[config.mk]
export PLATFORM = sky130hd
export DESIGN_NAME = toc_core
export DESIGN_NICKNAME = d
export VERILOG_FILES = /design/src/verilog/toc_pkg.sv /design/src/verilog/toc_core.sv
export SDC_FILE = /design/constraint.sdc
export NUM_CORES = 2
export LEC_CHECK = 0
export BUFFER_PORTS_ARGS = -buffer_cell sky130_fd_sc_hd__buf_4
export CAP_MARGIN = 20
export CORE_AREA = 2 2 367 369
export CTS_CLUSTER_SIZE = 40
export DETAILED_ROUTE_END_ITERATION = 7
export DIE_AREA = 0 0 369 371
export GPL_TIMING_DRIVEN = 1
export PLACE_DENSITY = 0.66
export SETUP_SLACK_MARGIN = 0.15
export SYNTH_ARGS = -nofsm -noshare
export SYNTH_HDL_FRONTEND = slang
export SYNTH_SLANG_ARGS = --single-unit
[constraint.sdc]
create_clock -name core_clk -period 32.1 [get_ports core_clk]
set_clock_uncertainty 0.2 [all_clocks]
set_input_delay 6.42 -clock core_clk [delete_from_list [all_inputs] [get_ports core_clk]]
set_output_delay 6.42 -clock core_clk [all_outputs]
set_load 0.02 [all_outputs]
[src/verilog/toc_pkg.sv]
package toc_pkg;
   // Timing base: protection delays advance on a one millisecond tick
   localparam int unsigned CLK_PERIOD_NS = 25;
   localparam int unsigned TICK_PERIOD_NS = 1000000;
   localparam int unsigned TICK_CYCLES = TICK_PERIOD_NS / CLK_PERIOD_NS;

   // Register byte offsets
   localparam logic [7:0] OFS_MODE = 8'h00;
   localparam logic [7:0] OFS_START = 8'h04;
   localparam logic [7:0] OFS_TMS = 8'h08;
   localparam logic [7:0] OFS_MIN_DLY = 8'h0C;
   localparam logic [7:0] OFS_DEF_DLY = 8'h10;
   localparam logic [7:0] OFS_RST_DLY = 8'h14;
   localparam logic [7:0] OFS_STATUS = 8'h18;
   localparam logic [7:0] OFS_IRQ_STAT = 8'h1C;
   localparam logic [7:0] OFS_IRQ_MASK = 8'h20;

   // Setting ranges and reset values (percent, hundredths, milliseconds)
   localparam logic [15:0] START_MIN = 16'h000A;
   localparam logic [15:0] START_MAX = 16'h0BB8;
   localparam logic [15:0] START_RST = 16'h00C8;
   localparam logic [15:0] TMS_MIN = 16'h0005;
   localparam logic [15:0] TMS_MAX = 16'h05DC;
   localparam logic [15:0] TMS_RST = 16'h00C8;
   localparam logic [15:0] DLY_MIN = 16'h0028;
   localparam logic [15:0] DLY_MAX = 16'hEA60;
   localparam logic [15:0] DLY_RST = 16'h0064;
   localparam logic [15:0] RDLY_MIN = 16'h003C;
   localparam logic [15:0] RDLY_RST = 16'h0064;

   // Status and interrupt field layout
   localparam int unsigned EV_W = 5;
   localparam int unsigned ST_TRIP_LSB = 3;
   localparam int unsigned ST_GPICK = 6;
   localparam int unsigned ST_GTRIP = 7;

   // Fixed point: ratio in Q8, curve denominator in Q16
   localparam logic [15:0] RATIO_ONE = 16'h0100;
   localparam logic [15:0] RATIO_CLAMP = 16'h1400;
   localparam logic [31:0] Q16_ONE = 32'h0001_0000;
   localparam logic [31:0] LN_SCALE = 32'h0000_038D;
   localparam logic [63:0] RECIP_1000 = 64'h0000_0000_0000_0419;
   localparam int unsigned RECIP_SHIFT = 20;
   localparam logic [5:0] DIV_STEPS = 6'h30;

   typedef enum logic [3:0] {
      TOC_OFF = 4'h0, TOC_DEFINITE = 4'h1, TOC_IEC_INV = 4'h2,
      TOC_IEC_VERY = 4'h3, TOC_IEC_EXT = 4'h4, TOC_IEC_LONG = 4'h5,
      TOC_ANSI_INV = 4'h6, TOC_ANSI_MOD = 4'h7, TOC_ANSI_VERY = 4'h8,
      TOC_ANSI_EXT = 4'h9, TOC_ANSI_LONG = 4'hA, TOC_ANSI_LVERY = 4'hB,
      TOC_ANSI_LEXT = 4'hC
   } toc_mode_t;

   typedef enum logic [2:0] {
      SQ_IDLE = 3'b000, SQ_RATIO = 3'b001, SQ_RDIV = 3'b010,
      SQ_CURVE = 3'b011, SQ_TDIV = 3'b100
   } toc_seq_t;

   typedef struct packed {
      toc_mode_t mode;
      logic [15:0] start;
      logic [15:0] tms;
      logic [15:0] min_dly;
      logic [15:0] def_dly;
      logic [15:0] rst_dly;
   } toc_cfg_t;

   localparam toc_cfg_t CFG_RST = '{mode: TOC_OFF, start: START_RST,
      tms: TMS_RST, min_dly: DLY_RST, def_dly: DLY_RST, rst_dly: RDLY_RST};

   // Curve constants in 0.1 ms; alpha code 0 = 0.02, 1 = 1, 2 = 2
   typedef struct packed {
      logic [23:0] k;
      logic [15:0] c;
      logic [23:0] kr;
      logic [1:0] alpha;
   } toc_curve_t;

   function automatic toc_curve_t curve_of(input toc_mode_t m);
      case (m)
         TOC_IEC_INV: curve_of = '{24'h000578, 16'h0000, 24'h0, 2'h0};
         TOC_IEC_VERY: curve_of = '{24'h020F58, 16'h0000, 24'h0, 2'h1};
         TOC_IEC_EXT: curve_of = '{24'h0C3500, 16'h0000, 24'h0, 2'h2};
         TOC_IEC_LONG: curve_of = '{24'h124F80, 16'h0000, 24'h0, 2'h1};
         TOC_ANSI_INV: curve_of = '{24'h000056, 16'h00B9, 24'h0011F8, 2'h0};
         TOC_ANSI_MOD: curve_of = '{24'h000203, 16'h0474, 24'h00BD74, 2'h0};
         TOC_ANSI_VERY: curve_of = '{24'h02FE04, 16'h132E, 24'h034BC0, 2'h2};
         TOC_ANSI_EXT: curve_of = '{24'h044D90, 16'h04C1, 24'h0470B8, 2'h2};
         TOC_ANSI_LONG: curve_of = '{24'h00035C, 16'h073A, 24'h00B3B0, 2'h0};
         TOC_ANSI_LVERY: curve_of = '{24'h045B3C, 16'h1BD0, 24'h020DC8, 2'h2};
         TOC_ANSI_LEXT: curve_of = '{24'h09C6BC, 16'h09C4, 24'h0493E0, 2'h2};
         default: curve_of = '{24'h0, 16'h0, 24'h0, 2'h0};
      endcase
   endfunction : curve_of

   function automatic logic [15:0] clamp16(input logic [15:0] v,
                                           input logic [15:0] lo,
                                           input logic [15:0] hi);
      clamp16 = (v < lo) ? lo : ((v > hi) ? hi : v);
   endfunction : clamp16
endpackage : toc_pkg

[src/verilog/toc_core.sv]
// The implementer's own choices: register access over APB and the register addresses.
`timescale 1ns/1ps
// Summary of operation
// - Each phase uses its fundamental RMS current and the settings.
// - Per phase: pickup while started, trip once computed delay expires.
// - Phase pickups and trips merge into general pickup and trip.
// - Inhibit input disables the function, clearing pickups and trips.
// - Mode picks off, definite or eleven inverse curves; off by default.
// - Start threshold in percent, step 1, default 200.
// - Time multiplier in hundredths over its range.
// - Minimum inverse delay in ms, step 1, default 100.
// - Definite mode trips after its own ms delay, default 100.
// - Fixed IEC reset delay adjustable in ms steps.
// - Inverse time is TMS times the sum of k over ratio power minus one, and c.
// - Ratio above twenty is clamped to twenty.
// - Inverse delay is the larger of curve time and minimum delay.
// - IEC resets after fixed delay; ANSI after TMS kr over 1-ratio^2.
module toc_core #(
   parameter int unsigned TICK_CYCLES = toc_pkg::TICK_CYCLES
) (
   input wire logic core_clk, // 40 MHz processing clock
   input wire logic resetn, // Asynchronous reset, active low
   input wire logic [15:0] phase1_fundamental_rms, // Phase 1, percent
   input wire logic [15:0] phase2_fundamental_rms, // Phase 2, percent
   input wire logic [15:0] phase3_fundamental_rms, // Phase 3, percent
   input wire logic inhibit_input, // High disables the function
   input wire logic [7:0] paddr, // APB byte address
   input wire logic psel, // APB select
   input wire logic penable, // APB access phase
   input wire logic pwrite, // APB direction
   input wire logic [31:0] pwdata, // APB write data
   output logic [31:0] prdata, // APB read data
   output logic pready, // APB ready
   output logic pslverr, // APB error on unmapped address
   output logic phase1_pickup, // Phase 1 started
   output logic phase2_pickup, // Phase 2 started
   output logic phase3_pickup, // Phase 3 started
   output logic phase1_trip, // Phase 1 trip
   output logic phase2_trip, // Phase 2 trip
   output logic phase3_trip, // Phase 3 trip
   output logic any_phase_pickup, // General pickup
   output logic any_phase_trip, // General trip
   output logic irq // Level interrupt
);
   toc_pkg::toc_cfg_t cfg_ff;
   toc_pkg::toc_seq_t seq_ff;
   toc_pkg::toc_curve_t crv;
   logic [31:0] prdata_ff;
   logic pready_ff, pslverr_ff, irq_ff;
   logic [toc_pkg::EV_W-1:0] irq_stat_ff, irq_mask_ff, ev_prev_ff, ev_now;
   logic [2:0] pick_ff, trip_ff;
   logic gen_pick_ff, gen_trip_ff, tick_ff, active, is_ansi, is_iec;
   logic [15:0] tick_cnt_ff, ratio_ff;
   logic [15:0] meas [3];
   logic [15:0] op_cnt_ff [3];
   logic [15:0] rst_cnt_ff [3];
   logic [15:0] op_dly_ff [3];
   logic [15:0] rst_dly_ff [3];
   logic [15:0] rst_lim [3];
   logic [1:0] ph_ff;
   logic [47:0] div_num_ff, div_den_ff, div_quo_ff, div_rem_ff;
   logic [47:0] ld_num_ff, ld_den_ff, rem_sh;
   logic [5:0] div_cnt_ff;
   logic div_go_ff, div_done_ff;
   logic [31:0] rd_val, den_q16;
   logic rd_err, acc_first, acc_done, wr_en;
   logic [24:0] t01;
   logic [63:0] t_prod;
   logic [15:0] t_ms;

   // Approximate log2 of a Q8 ratio above one, result in Q8
   function automatic logic [15:0] log2_q8(input logic [15:0] r);
      logic [3:0] n;
      logic [15:0] frac;
      n = 4'h0;
      for (int i = 0; i < 16; i++) begin
         if (r[i]) n = 4'(i);
      end
      frac = (r & ~(16'h0001 << n)) >> (n - 4'h8);
      log2_q8 = ((16'(n) - 16'h0008) << 8) | frac;
   endfunction : log2_q8

   // Curve denominator in Q16, never zero so the divide stays bounded
   function automatic logic [31:0] curve_den(input logic [15:0] r,
                                             input logic [1:0] alpha);
      logic [31:0] sq, d;
      sq = 32'(r) * 32'(r);
      if (r < toc_pkg::RATIO_ONE) begin
         d = toc_pkg::Q16_ONE - sq;
      end else begin
         case (alpha)
            2'h1: d = {8'h00, r, 8'h00} - toc_pkg::Q16_ONE;
            2'h2: d = sq - toc_pkg::Q16_ONE;
            default: d = (32'(log2_q8(r)) * toc_pkg::LN_SCALE) >> 8;
         endcase
      end
      curve_den = (d == 32'h0000_0000) ? 32'h0000_0001 : d;
   endfunction : curve_den

   assign meas[0] = phase1_fundamental_rms;
   assign meas[1] = phase2_fundamental_rms;
   assign meas[2] = phase3_fundamental_rms;
   assign active = (cfg_ff.mode != toc_pkg::TOC_OFF) && !inhibit_input;
   assign is_ansi = cfg_ff.mode >= toc_pkg::TOC_ANSI_INV;
   assign is_iec = (cfg_ff.mode >= toc_pkg::TOC_IEC_INV) && !is_ansi;
   assign crv = toc_pkg::curve_of(cfg_ff.mode);
   assign den_q16 = curve_den(ratio_ff, crv.alpha);
   assign acc_first = psel && penable && !pready_ff;
   assign acc_done = psel && penable && pready_ff;
   assign wr_en = acc_done && pwrite;
   assign ev_now = {gen_trip_ff, gen_pick_ff, pick_ff};
   assign rem_sh = {div_rem_ff[46:0], div_num_ff[47]};

   // Reset time limit per phase: definite is immediate, IEC fixed, ANSI curve
   always_comb begin
      for (int p = 0; p < 3; p++) begin
         if (is_ansi) rst_lim[p] = rst_dly_ff[p];
         else if (is_iec) rst_lim[p] = cfg_ff.rst_dly;
         else rst_lim[p] = 16'h0000;
      end
   end

   // Time scaling: quotient plus c when ratio exceeds one, times TMS, then 0.1 ms to ms
   always_comb begin
      t01 = (div_quo_ff[47:24] != 24'h0) ? 25'h0FFFFFF :
            {1'b0, div_quo_ff[23:0]};
      if (ratio_ff > toc_pkg::RATIO_ONE) t01 = t01 + 25'(crv.c);
      t_prod = (64'(t01) * 64'(cfg_ff.tms) * toc_pkg::RECIP_1000)
               >> toc_pkg::RECIP_SHIFT;
      t_ms = (t_prod[63:16] != 48'h0) ? 16'hFFFF : t_prod[15:0];
      if (t_ms == 16'h0000) t_ms = 16'h0001;
   end

   // Register read mux; misaligned and unmapped addresses flag an error
   always_comb begin
      rd_val = 32'h0000_0000;
      rd_err = 1'b0;
      case (paddr)
         toc_pkg::OFS_MODE: rd_val = {28'h0, cfg_ff.mode};
         toc_pkg::OFS_START: rd_val = {16'h0, cfg_ff.start};
         toc_pkg::OFS_TMS: rd_val = {16'h0, cfg_ff.tms};
         toc_pkg::OFS_MIN_DLY: rd_val = {16'h0, cfg_ff.min_dly};
         toc_pkg::OFS_DEF_DLY: rd_val = {16'h0, cfg_ff.def_dly};
         toc_pkg::OFS_RST_DLY: rd_val = {16'h0, cfg_ff.rst_dly};
         toc_pkg::OFS_STATUS: rd_val = {24'h0, gen_trip_ff, gen_pick_ff,
                                        trip_ff, pick_ff};
         toc_pkg::OFS_IRQ_STAT: rd_val = {27'h0, irq_stat_ff};
         toc_pkg::OFS_IRQ_MASK: rd_val = {27'h0, irq_mask_ff};
         default: rd_err = 1'b1;
      endcase
   end

   // APB slave: one wait state, data and error staged with ready
   always_ff @(posedge core_clk or negedge resetn) begin
      if (!resetn) begin
         pready_ff <= 1'b0;
         prdata_ff <= 32'h0000_0000;
         pslverr_ff <= 1'b0;
      end else begin
         pready_ff <= acc_first;
         if (acc_first) begin
            prdata_ff <= pwrite ? 32'h0000_0000 : rd_val;
            pslverr_ff <= rd_err;
         end else if (acc_done) begin
            pslverr_ff <= 1'b0;
         end
      end
   end

   // Settings; out-of-range values clamp so the timers stay sane, and an out-of-range mode write is ignored
   always_ff @(posedge core_clk or negedge resetn) begin
      if (!resetn) begin
         cfg_ff <= toc_pkg::CFG_RST;
         irq_mask_ff <= '0;
      end else if (wr_en) begin
         case (paddr)
            toc_pkg::OFS_MODE: begin
               if (pwdata[3:0] <= toc_pkg::TOC_ANSI_LEXT)
                  cfg_ff.mode <= toc_pkg::toc_mode_t'(pwdata[3:0]);
            end
            toc_pkg::OFS_START: cfg_ff.start <= toc_pkg::clamp16(pwdata[15:0],
               toc_pkg::START_MIN, toc_pkg::START_MAX);
            toc_pkg::OFS_TMS: cfg_ff.tms <= toc_pkg::clamp16(pwdata[15:0],
               toc_pkg::TMS_MIN, toc_pkg::TMS_MAX);
            toc_pkg::OFS_MIN_DLY: cfg_ff.min_dly <= toc_pkg::clamp16(
               pwdata[15:0], toc_pkg::DLY_MIN, toc_pkg::DLY_MAX);
            toc_pkg::OFS_DEF_DLY: cfg_ff.def_dly <= toc_pkg::clamp16(
               pwdata[15:0], toc_pkg::DLY_MIN, toc_pkg::DLY_MAX);
            toc_pkg::OFS_RST_DLY: cfg_ff.rst_dly <= toc_pkg::clamp16(
               pwdata[15:0], toc_pkg::RDLY_MIN, toc_pkg::DLY_MAX);
            toc_pkg::OFS_IRQ_MASK: irq_mask_ff <= pwdata[toc_pkg::EV_W-1:0];
            default: ;
         endcase
      end
   end

   // Events: any edge of the phase pickup and general flags; only bits actually returned get cleared
   always_ff @(posedge core_clk or negedge resetn) begin
      if (!resetn) begin
         ev_prev_ff <= '0;
         irq_stat_ff <= '0;
         irq_ff <= 1'b0;
      end else begin
         ev_prev_ff <= ev_now;
         if (acc_done && !pwrite && paddr == toc_pkg::OFS_IRQ_STAT)
            irq_stat_ff <= (irq_stat_ff & ~prdata_ff[toc_pkg::EV_W-1:0])
                           | (ev_now ^ ev_prev_ff);
         else
            irq_stat_ff <= irq_stat_ff | (ev_now ^ ev_prev_ff);
         irq_ff <= |(irq_stat_ff & irq_mask_ff);
      end
   end

   // Millisecond tick
   always_ff @(posedge core_clk or negedge resetn) begin
      if (!resetn) begin
         tick_cnt_ff <= 16'h0000;
         tick_ff <= 1'b0;
      end else begin
         tick_ff <= (tick_cnt_ff == 16'(TICK_CYCLES - 1));
         tick_cnt_ff <= (tick_cnt_ff == 16'(TICK_CYCLES - 1)) ? 16'h0000 :
                        tick_cnt_ff + 16'h0001;
      end
   end

   // Shared restoring divider, one quotient bit per clock
   always_ff @(posedge core_clk or negedge resetn) begin
      if (!resetn) begin
         div_num_ff <= '0;
         div_den_ff <= '0;
         div_quo_ff <= '0;
         div_rem_ff <= '0;
         div_cnt_ff <= 6'h00;
         div_done_ff <= 1'b0;
      end else begin
         div_done_ff <= (div_cnt_ff == 6'h01);
         if (div_go_ff) begin
            div_num_ff <= ld_num_ff;
            div_den_ff <= ld_den_ff;
            div_rem_ff <= '0;
            div_cnt_ff <= toc_pkg::DIV_STEPS;
         end else if (div_cnt_ff != 6'h00) begin
            div_num_ff <= {div_num_ff[46:0], 1'b0};
            div_cnt_ff <= div_cnt_ff - 6'h01;
            if (rem_sh >= div_den_ff) begin
               div_rem_ff <= rem_sh - div_den_ff;
               div_quo_ff <= {div_quo_ff[46:0], 1'b1};
            end else begin
               div_rem_ff <= rem_sh;
               div_quo_ff <= {div_quo_ff[46:0], 1'b0};
            end
         end
      end
   end

   // Delay sequencer: each tick recomputes operate and reset times per phase
   always_ff @(posedge core_clk or negedge resetn) begin
      if (!resetn) begin
         seq_ff <= toc_pkg::SQ_IDLE;
         ph_ff <= 2'h0;
         ratio_ff <= 16'h0000;
         div_go_ff <= 1'b0;
         ld_num_ff <= '0;
         ld_den_ff <= '0;
         for (int p = 0; p < 3; p++) begin
            op_dly_ff[p] <= toc_pkg::DLY_RST;
            rst_dly_ff[p] <= toc_pkg::RDLY_RST;
         end
      end else begin
         div_go_ff <= 1'b0;
         case (seq_ff)
            toc_pkg::SQ_IDLE: begin
               ph_ff <= 2'h0;
               if (tick_ff) seq_ff <= toc_pkg::SQ_RATIO;
            end
            toc_pkg::SQ_RATIO: begin
               if (cfg_ff.mode == toc_pkg::TOC_DEFINITE) begin
                  op_dly_ff[ph_ff] <= cfg_ff.def_dly;
                  seq_ff <= (ph_ff == 2'h2) ? toc_pkg::SQ_IDLE :
                            toc_pkg::SQ_RATIO;
                  ph_ff <= ph_ff + 2'h1;
               end else if (cfg_ff.mode == toc_pkg::TOC_OFF) begin
                  seq_ff <= toc_pkg::SQ_IDLE;
               end else begin
                  ld_num_ff <= {24'h0, meas[ph_ff], 8'h00};
                  ld_den_ff <= {32'h0, cfg_ff.start};
                  div_go_ff <= 1'b1;
                  seq_ff <= toc_pkg::SQ_RDIV;
               end
            end
            toc_pkg::SQ_RDIV: begin
               if (div_done_ff) begin
                  ratio_ff <= (div_quo_ff > 48'(toc_pkg::RATIO_CLAMP)) ?
                              toc_pkg::RATIO_CLAMP : div_quo_ff[15:0];
                  seq_ff <= toc_pkg::SQ_CURVE;
               end
            end
            toc_pkg::SQ_CURVE: begin
               if (ratio_ff == toc_pkg::RATIO_ONE ||
                   (ratio_ff < toc_pkg::RATIO_ONE && !is_ansi)) begin
                  seq_ff <= (ph_ff == 2'h2) ? toc_pkg::SQ_IDLE :
                            toc_pkg::SQ_RATIO;
                  ph_ff <= ph_ff + 2'h1;
               end else begin
                  ld_num_ff <= (ratio_ff > toc_pkg::RATIO_ONE) ?
                     {8'h00, crv.k, 16'h0000} :
                     {8'h00, crv.kr, 16'h0000};
                  ld_den_ff <= {16'h0, den_q16};
                  div_go_ff <= 1'b1;
                  seq_ff <= toc_pkg::SQ_TDIV;
               end
            end
            toc_pkg::SQ_TDIV: begin
               if (div_done_ff) begin
                  if (ratio_ff > toc_pkg::RATIO_ONE)
                     op_dly_ff[ph_ff] <= (t_ms > cfg_ff.min_dly) ? t_ms :
                                         cfg_ff.min_dly;
                  else
                     rst_dly_ff[ph_ff] <= t_ms;
                  seq_ff <= (ph_ff == 2'h2) ? toc_pkg::SQ_IDLE :
                            toc_pkg::SQ_RATIO;
                  ph_ff <= ph_ff + 2'h1;
               end
            end
            default: seq_ff <= toc_pkg::SQ_IDLE;
         endcase
      end
   end

   // Pickup comparators; equality holds the previous state
   always_ff @(posedge core_clk or negedge resetn) begin
      if (!resetn) begin
         pick_ff <= 3'h0;
      end else begin
         for (int p = 0; p < 3; p++) begin
            if (!active) pick_ff[p] <= 1'b0;
            else if (meas[p] > cfg_ff.start) pick_ff[p] <= 1'b1;
            else if (meas[p] < cfg_ff.start) pick_ff[p] <= 1'b0;
         end
      end
   end

   // Operate and reset timers; a held count lets a repeat fault trip sooner
   always_ff @(posedge core_clk or negedge resetn) begin
      if (!resetn) begin
         for (int p = 0; p < 3; p++) begin
            op_cnt_ff[p] <= 16'h0000;
            rst_cnt_ff[p] <= 16'h0000;
         end
      end else begin
         for (int p = 0; p < 3; p++) begin
            if (!active) begin
               op_cnt_ff[p] <= 16'h0000;
               rst_cnt_ff[p] <= 16'h0000;
            end else if (tick_ff) begin
               if (pick_ff[p]) begin
                  rst_cnt_ff[p] <= 16'h0000;
                  if (op_cnt_ff[p] < op_dly_ff[p])
                     op_cnt_ff[p] <= op_cnt_ff[p] + 16'h0001;
               end else if (op_cnt_ff[p] != 16'h0000) begin
                  if ({1'b0, rst_cnt_ff[p]} + 17'h00001 >=
                      {1'b0, rst_lim[p]}) begin
                     op_cnt_ff[p] <= 16'h0000;
                     rst_cnt_ff[p] <= 16'h0000;
                  end else begin
                     rst_cnt_ff[p] <= rst_cnt_ff[p] + 16'h0001;
                  end
               end
            end
         end
      end
   end

   // Trip and general flags
   always_ff @(posedge core_clk or negedge resetn) begin
      if (!resetn) begin
         trip_ff <= 3'h0;
         gen_pick_ff <= 1'b0;
         gen_trip_ff <= 1'b0;
      end else begin
         for (int p = 0; p < 3; p++)
            trip_ff[p] <= active && pick_ff[p] &&
                          (op_cnt_ff[p] >= op_dly_ff[p]);
         gen_pick_ff <= active && (|pick_ff);
         gen_trip_ff <= active && (|trip_ff);
      end
   end

   assign prdata = prdata_ff;
   assign pready = pready_ff;
   assign pslverr = pslverr_ff;
   assign phase1_pickup = pick_ff[0];
   assign phase2_pickup = pick_ff[1];
   assign phase3_pickup = pick_ff[2];
   assign phase1_trip = trip_ff[0];
   assign phase2_trip = trip_ff[1];
   assign phase3_trip = trip_ff[2];
   assign any_phase_pickup = gen_pick_ff;
   assign any_phase_trip = gen_trip_ff;
   assign irq = irq_ff;
endmodule : toc_core

* Yosys cells after proc, flatten, opt, wreduce, memory -nomap -nowiden
Memory sizes are Yosys's and may differ from the RTL's. Cells that the tools add are included.
Word-level totals: bits in registers 667, bits in latches 0, RAM bits 0, memory bits (read-only) 848, input bits 94, output and inout port bits 43, logic and storage cells 352, memories 1
Memory list:
- (name not given) | words 16, width 53, rd ports 1, clocked after Yosys merged registers in 0, write ports 0, line toc_pkg.sv:80 | case (m)
Cells by class: $add $sub $neg 19, multiply operators 4, div/mod/pow operators 0, magnitude comparators 32, equal/unequal tests 41, shifts and indexed selects 2, mux-type cells 131, bitwise gates (word level) 12, reductions and logical operators 65
Operators by type and width (number):
- $mux W16 | 52
- $mux W48 | 11
- $pmux W48 S2 | 3
- $bwmux W48 | 3
- $pmux W16 S9 | 1
- $mux W47 | 3
- $add A16 B1 Y16 const B | 7
- $lt A16 B16 Y1 | 6
- $mux W32 | 3
- $gt A16 B16 Y1 | 4
- $mux W4 | 16
- $pmux W32 S2 | 1
- $mul A41 B11 Y52 const B | 1
- $add A16 B1 Y17 const B | 3
- $ge A17 B16 Y1 | 3
- $ge A16 B16 Y1 | 3
- $ge A48 B48 Y1 | 1
- $gt A48 B13 Y1 const B | 1
- $reduce_bool A16 Y1 | 3
- $reduce_bool A48 Y1 | 1
- $sub A47 B47 Y47 | 1
- $mul A25 B16 Y41 | 1
- $mux W40 | 1
- $bmux W16 S2 | 1
- other kinds (80) | 176

* Logic depth before layout (Yosys ltp)
word-level depth 29, mapped depth 88, depth with buffers taken out 83

* Worst setup path after synthesis
No wires, ideal clock.
kind register to register, start reg div_quo_ff[34], end reg op_dly_ff[45] (netlist name), setup time 0.129 ns, arrival 17.073 ns, required time 31.771 ns, path slack 14.698 ns, cell stages (with the launch flop) 83, buffers on the path 6, period minus slack after synthesis 17.402 ns, path through dfrtp_1 > nor4_1 > nand4_1 > or2_2 > clkbuf_1 > clkbuf_1 > nor2_1 > inv_1 > ha_1 > a21o_1 > a21oi_1 > o21bai_1 > a21oi_1 > o21bai_1 > a21oi_1 > o21bai_1 > a21oi_1 > o21bai_1 > [47 not listed] > nand2_1 > ha_1 > a21oi_1 > nor2b_1 > o21ai_0 > nand2b_1 > a21oi_1 > nor2b_1 > o21ai_0 > nand2b_1 > a21oi_1 > nand2_1 > a221oi_1 > nand2_1 > nand3_2 > buf_6 > mux2i_1 > o21ai_1
Between the ends: longest elaborated chain between the ends 16
Ends and longest elaborated chain:
- start, declared | line toc_core.sv:61 | logic [47:0] div_num_ff, div_den_ff, div_quo_ff, div_rem_ff;
- start signal, assigned | line toc_core.sv:247 | div_quo_ff <= {div_quo_ff[46:0], 1'b1};
- start signal, assigned | line toc_core.sv:250 | div_quo_ff <= {div_quo_ff[46:0], 1'b0};
- $reduce_bool A24 Y1 (*) | line toc_core.sv:125 | t01 = (div_quo_ff[47:24] != 24'h0) ? 25'h0FFFFFF :
- $mux W24 (*) | line toc_core.sv:125
- $add A24 B16 Y25 | line toc_core.sv:127 | if (ratio_ff > toc_pkg::RATIO_ONE) t01 = t01 + 25'(crv.c);
- $mux W25 (*) | line toc_core.sv:127
- $mul A25 B16 Y41 (*) | line toc_core.sv:128 | t_prod = (64'(t01) * 64'(cfg_ff.tms) * toc_pkg::RECIP_1000)
- $mul A41 B11 Y52 (*) | line toc_core.sv:128
- $reduce_bool A48 Y1 | line toc_core.sv:130 | t_ms = (t_prod[63:16] != 48'h0) ? 16'hFFFF : t_prod[15:0];
- $mux W16 (*) | line toc_core.sv:130
- $logic_not A16 Y1 | line toc_core.sv:131 | if (t_ms == 16'h0000) t_ms = 16'h0001;
- $mux W16 (*) | line toc_core.sv:131
- via t_ms[9] | line toc_core.sv:69 | logic [15:0] t_ms;
- $gt A16 B16 Y1 (*) | line toc_core.sv:316 | op_dly_ff[ph_ff] <= (t_ms > cfg_ff.min_dly) ? t_ms :
- $mux W16 (*) | line toc_core.sv:316
- $bwmux W48 (*) | line toc_core.sv:316
- $mux W48 (*) | line toc_core.sv:315 | if (ratio_ff > toc_pkg::RATIO_ONE)
- $mux W48 (*) | line toc_core.sv:314 | if (div_done_ff) begin
- $pmux W48 S2 (*) | line toc_core.sv:271 | case (seq_ff)
- end signal, assigned by index | line toc_core.sv:266 | op_dly_ff[p] <= toc_pkg::DLY_RST;
- end signal, assigned by index | line toc_core.sv:278 | op_dly_ff[ph_ff] <= cfg_ff.def_dly;
- end signal, assigned by index | line toc_core.sv:316
- end, declared | line toc_core.sv:57 | logic [15:0] op_dly_ff [3];
Mark *: on every way through the listed nets, which the timed path passes. The rest lies on a longest branch. The select of a mux whose other input is x is not followed. A chain may end at the register's enable or synchronous reset.

* Worst setup path after layout
start reg div_quo_ff[34], end reg op_dly_ff[47] (netlist name)
Same word-level chain as after synthesis.

==> parameters.txt <==
Parameter                              Value

Status
  Status ... finished, final reports clean

Drt
  Starting DRT DRC Count ... 4330
  Number of optimization iterations in the first detailed-route pass ... 6
  Total Wirelength ... 180 mm
  Remaining antenna violation count ... 0
  Drt wl/cell ... 19.4 um
  Via density per instance ... 5.76
  Post-detailed-route DRC marker count ... 0
  Vias ... 53.5k

Power and ir drop
  Sequential share of power ... 45.8%
  IR Drop Worst-Case VDD ... 0.0000386 V
  Pwr/cell area ... 23.0 nW/um^2
  Internal ... 1.26 mW
  Switching power total ... 0.378 mW
  Combinational share of power ... 3.2%
  Clock network power share ... 51.0%
  Share of total power consumed by net switching ... 23.1%
  Power Total ... 1.63 mW
  Leak Pwr ... 35.9 nW

Setup path
  Critical path capture point type ... register
  Delay of the slowest critical-path stage ... 0.88 ns
  Critical path's slowest cell ... sky130_fd_sc_hd__nor3_1
  CP Data Arrival Time ... 21.53 ns
  Critical-path maximum fanout ... 16
  Critical Setup Path Class ... reg2reg
  Kind of launch point of the worst setup path ... register
  Most prevalent standard cell on the critical path ... sky130_fd_sc_hd__nand2_1
  Data required time of the worst path ... 32.42 ns

Global routing
  Pin count of the biggest net entering global routing ... 103
  Total track usage ... 26.8%
  Antenna violations before repair ... 6
  First-pass GRT wire length ... 294 mm
  Via count of the first global-routing pass ... 53.0k
  Overflow left after global routing ... 0

Die
  Initial cell density of the core ... 49.8%
  Height of the die ... 371 um
  Num rows ... 134
  Die width ... 369 um
  Core area ... 133000 sq um
  Die area ... 137000 sq um
  I/O Pins ... 137

Min path
  Classification of the worst-slack hold path ... reg2reg

Synthesis
  Largest family of logic cells by synthesized area ... adder cells
  Number of flip-flops and latches in the synthesized netlist ... 592
  Number of standard cells after synthesis ... 7534
  Synth area leader ... sky130_fd_sc_hd__dfrtp_1
  Share of synthesized area spent on multiplexers ... 3.09%
  Synth top area share ... 21.1%
  Synthesized-area fraction occupied by ao, oa, aoi and oai cells ... 14.8%
  Count of flip-flops with a built-in enable after synthesis ... 0
  Post-synthesis xor/xnor area fraction ... 3.31%
  Fraction of the mapped netlist area in simple logic gates ... 16.2%
  Post-synthesis async set-or-reset flop share ... 100%
  Average cell area after synthesis ... 8.78 sq um
  Synth area leaders ... sky130_fd_sc_hd__dfrtp_1, sky130_fd_sc_hd__fa_1, sky130_fd_sc_hd__ha_1, sky130_fd_sc_hd__inv_1, sky130_fd_sc_hd__nand2_1
  Adder-cell area share of the yosys netlist ... 32.4%
  Count of synthesis-stage warnings from yosys ... 0
  Unique cell type count in the Yosys netlist ... 97
  Ys flop type ... sky130_fd_sc_hd__dfrtp_1
  Area of the mapped netlist ... 66100 sq um
  Seq/Total Area, Yosys ... 22.5%

STA
  Unrepaired setup endpoints after global routing ... no
  Number of setup violations in the final report ... 0
  Worst relative slew slack ... 15.3%
  Min Clock Period, post-route ... 21.21 ns
  F_max ... 47.1 MHz
  Final period util ... 66.1%
  Transition time at the pin with the least slew margin ... 1.26 ns
  Final count of pins violating max slew ... 0
  Count of final hold-check violations ... 0
  Summed negative setup slack over all endpoints ... 0 ns

Layout
  Net count, final ... 8917
  Util after Layout ... 53.5%
  Synthesis-to-layout area growth ... 7.46%
  Filler Cell Count ... 12.2k
  Fraction of layout instances using a drive strength above 1 ... 6.78%

CTS
  Number of buffers added to fix hold violations after cts ... 0
  Clock insertion delay at the later pin of the skew report ... 0.65 ns
  CTS clock-pin slew for the worst setup and hold paths ... 0.06 ns
  Total number of clock tree sinks ... 592
  Clock tree from TritonCTS ... yes
  Setup fix buffers added after clock tree synthesis ... 0
  Number of buffers created by CTS ... 67
  Max Buffers Root-to-Sink ... 3
  Clock root buffer ... sky130_fd_sc_hd__clkbuf_16
  H-tree Lvls ... 3
  Number of resized instances in the post-cts repair step ... 0

Placement
  IO Port Bufs ... 104
  Total half-perimeter wirelength after legalization and detailed placement ... 138 mm
  Placer's final routability congestion estimate ... 0.930

Job
  # Max-Cap Violations ... 0
cells in the final DEF, fill, tap and decap left out, drive strengths merged, types with 197 or more instances in the layout:
master / count
ha: 752
o21ai: 566
dfrtp: 559
nor2: 392
inv: 992
nand2: 873
fa: 602
and2: 275
buf: 197
a21oi: 374
per-layer routing:
layer,up-vias,global-route usage (%),part of all wire [%],wire length [um]
met5,-,0,0.032,58
met3,344,4.20,6.8,12300
li1,25200,-,-,-
met4,8,8.92,3.5,6290
met1,26300,37.2,44,79900
met2,1661,42.6,45,82000
area by class of cell:
cell class / instances / area (sq um) / area share, %
clock buffer: 87 / 1850 / 2.61
tap: 1768 / 2210 / 3.11
inverter: 989 / 3710 / 5.22
multi-input combinational: 5622 / 46400 / 65.3
clock inverter: 36 / 509 / 0.716
antenna: 4 / 10.0 / 0.0141
timing repair buffer: 197 / 1520 / 2.14
sequential: 592 / 14900 / 20.9
path summary, 6_finish.rpt:
path,slack [ns],startpoint,cells past startpoint,end
worst max-delay path,10.89,div_quo_ff[34],79,op_dly_ff[47]
worst max register to register,10.89,div_quo_ff[34],79,op_dly_ff[47]
min in group asynchronous,5.61,resetn,1,div_num_ff[32]
max in group asynchronous,22.76,resetn,4,rst_cnt_ff[28]
worst min register to register,0.28,ld_den_ff[7],2,ld_den_ff[7]
worst min-delay path,0.28,ld_den_ff[7],2,ld_den_ff[7]
critical path, delay by kind of cell (launching register included):
kind            cells  cell delay (ns)
flops               1             0.40
compound gates     26             6.18
mux                 1             0.59
fa+ha+maj          15             6.40
xor+xnor            2             0.64
buf+inv             8             0.65
simple gates       27             6.01
logic make-up after synthesis:
group                    Yosys count
XOR/XNOR                         250
flip-flops                       592
AND/OR/NAND/NOR                 2235
adder cells (fa/ha/maj)         1354
buffers and inverters           1335
other                              1
AO/OA/AOI/OAI                   1576
multiplexers                     191
cell usage after synthesis (26+ instances only):
cell,n
sky130_fd_sc_hd__o31ai_1,42
sky130_fd_sc_hd__o211ai_1,29
sky130_fd_sc_hd__o21ai_0,557
sky130_fd_sc_hd__a221oi_1,30
sky130_fd_sc_hd__and2_1,274
sky130_fd_sc_hd__mux2i_1,94
sky130_fd_sc_hd__fa_1,602
sky130_fd_sc_hd__a22oi_1,55
sky130_fd_sc_hd__a211oi_1,79
sky130_fd_sc_hd__dfrtp_1,559
sky130_fd_sc_hd__a21oi_1,374
sky130_fd_sc_hd__nand2b_1,70
sky130_fd_sc_hd__mux2_2,96
sky130_fd_sc_hd__inv_1,981
sky130_fd_sc_hd__nor4_1,53
sky130_fd_sc_hd__or3_1,35
sky130_fd_sc_hd__a21o_1,117
sky130_fd_sc_hd__xnor2_1,168
sky130_fd_sc_hd__dfstp_2,33
sky130_fd_sc_hd__xor2_1,82
sky130_fd_sc_hd__buf_1,29
sky130_fd_sc_hd__a22o_1,29
sky130_fd_sc_hd__nor2b_1,63
sky130_fd_sc_hd__clkbuf_1,287
sky130_fd_sc_hd__ha_1,752
sky130_fd_sc_hd__nand3_1,158
sky130_fd_sc_hd__nand2_1,872
sky130_fd_sc_hd__nor2_1,392
sky130_fd_sc_hd__nand4_1,70
sky130_fd_sc_hd__nor3_1,68
sky130_fd_sc_hd__o21a_1,44
sky130_fd_sc_hd__o21bai_1,26
sky130_fd_sc_hd__and3_1,85
sky130_fd_sc_hd__a31oi_1,32
power by group through the flow:
stage / logic [mW] / clock network (mW) / registers [mW]
floorplan: 0.0181 / 0 / 0.762
global placement: 0.0508 / 0 / 0.762
detailed placement: 0.0515 / 0 / 0.762
CTS: 0.0517 / 0.847 / 0.748
global route: 0.0570 / 0.875 / 0.748
finish: 0.0515 / 0.834 / 0.749
state kept, by name, summed over array words and instances (netlist names), 16 cells and up:
register and count:
cfg_ff 84, div_den_ff 32, div_num_ff 40, div_quo_ff 48
div_rem_ff 47, ld_den_ff 32, ld_num_ff 29, op_cnt_ff 48
op_dly_ff 48, prdata 16, ratio_ff 16, rst_cnt_ff 48
rst_dly_ff 48, tick_cnt_ff 16
through the flow:
| stage | cells | instance area [sq um] | worst slack, ns | hold slack, ns |
|---|---|---|---|---|
| 3_3_place_gp | 9164 | 68600 | 11.34 | 0.259 |
| 2_1_floorplan | 7549 | 66200 | 14.70 | 0.239 |
| 5_1_grt | 9291 | 71100 | 9.21 | 0.302 |
| 4_1_cts | 9287 | 71000 | 10.94 | 0.280 |
| 6_report | 9295 | 71100 | 10.89 | 0.277 |
| 3_5_place_dp | 9164 | 68600 | 10.98 | 0.266 |
(Power assumes the default switching activity.)
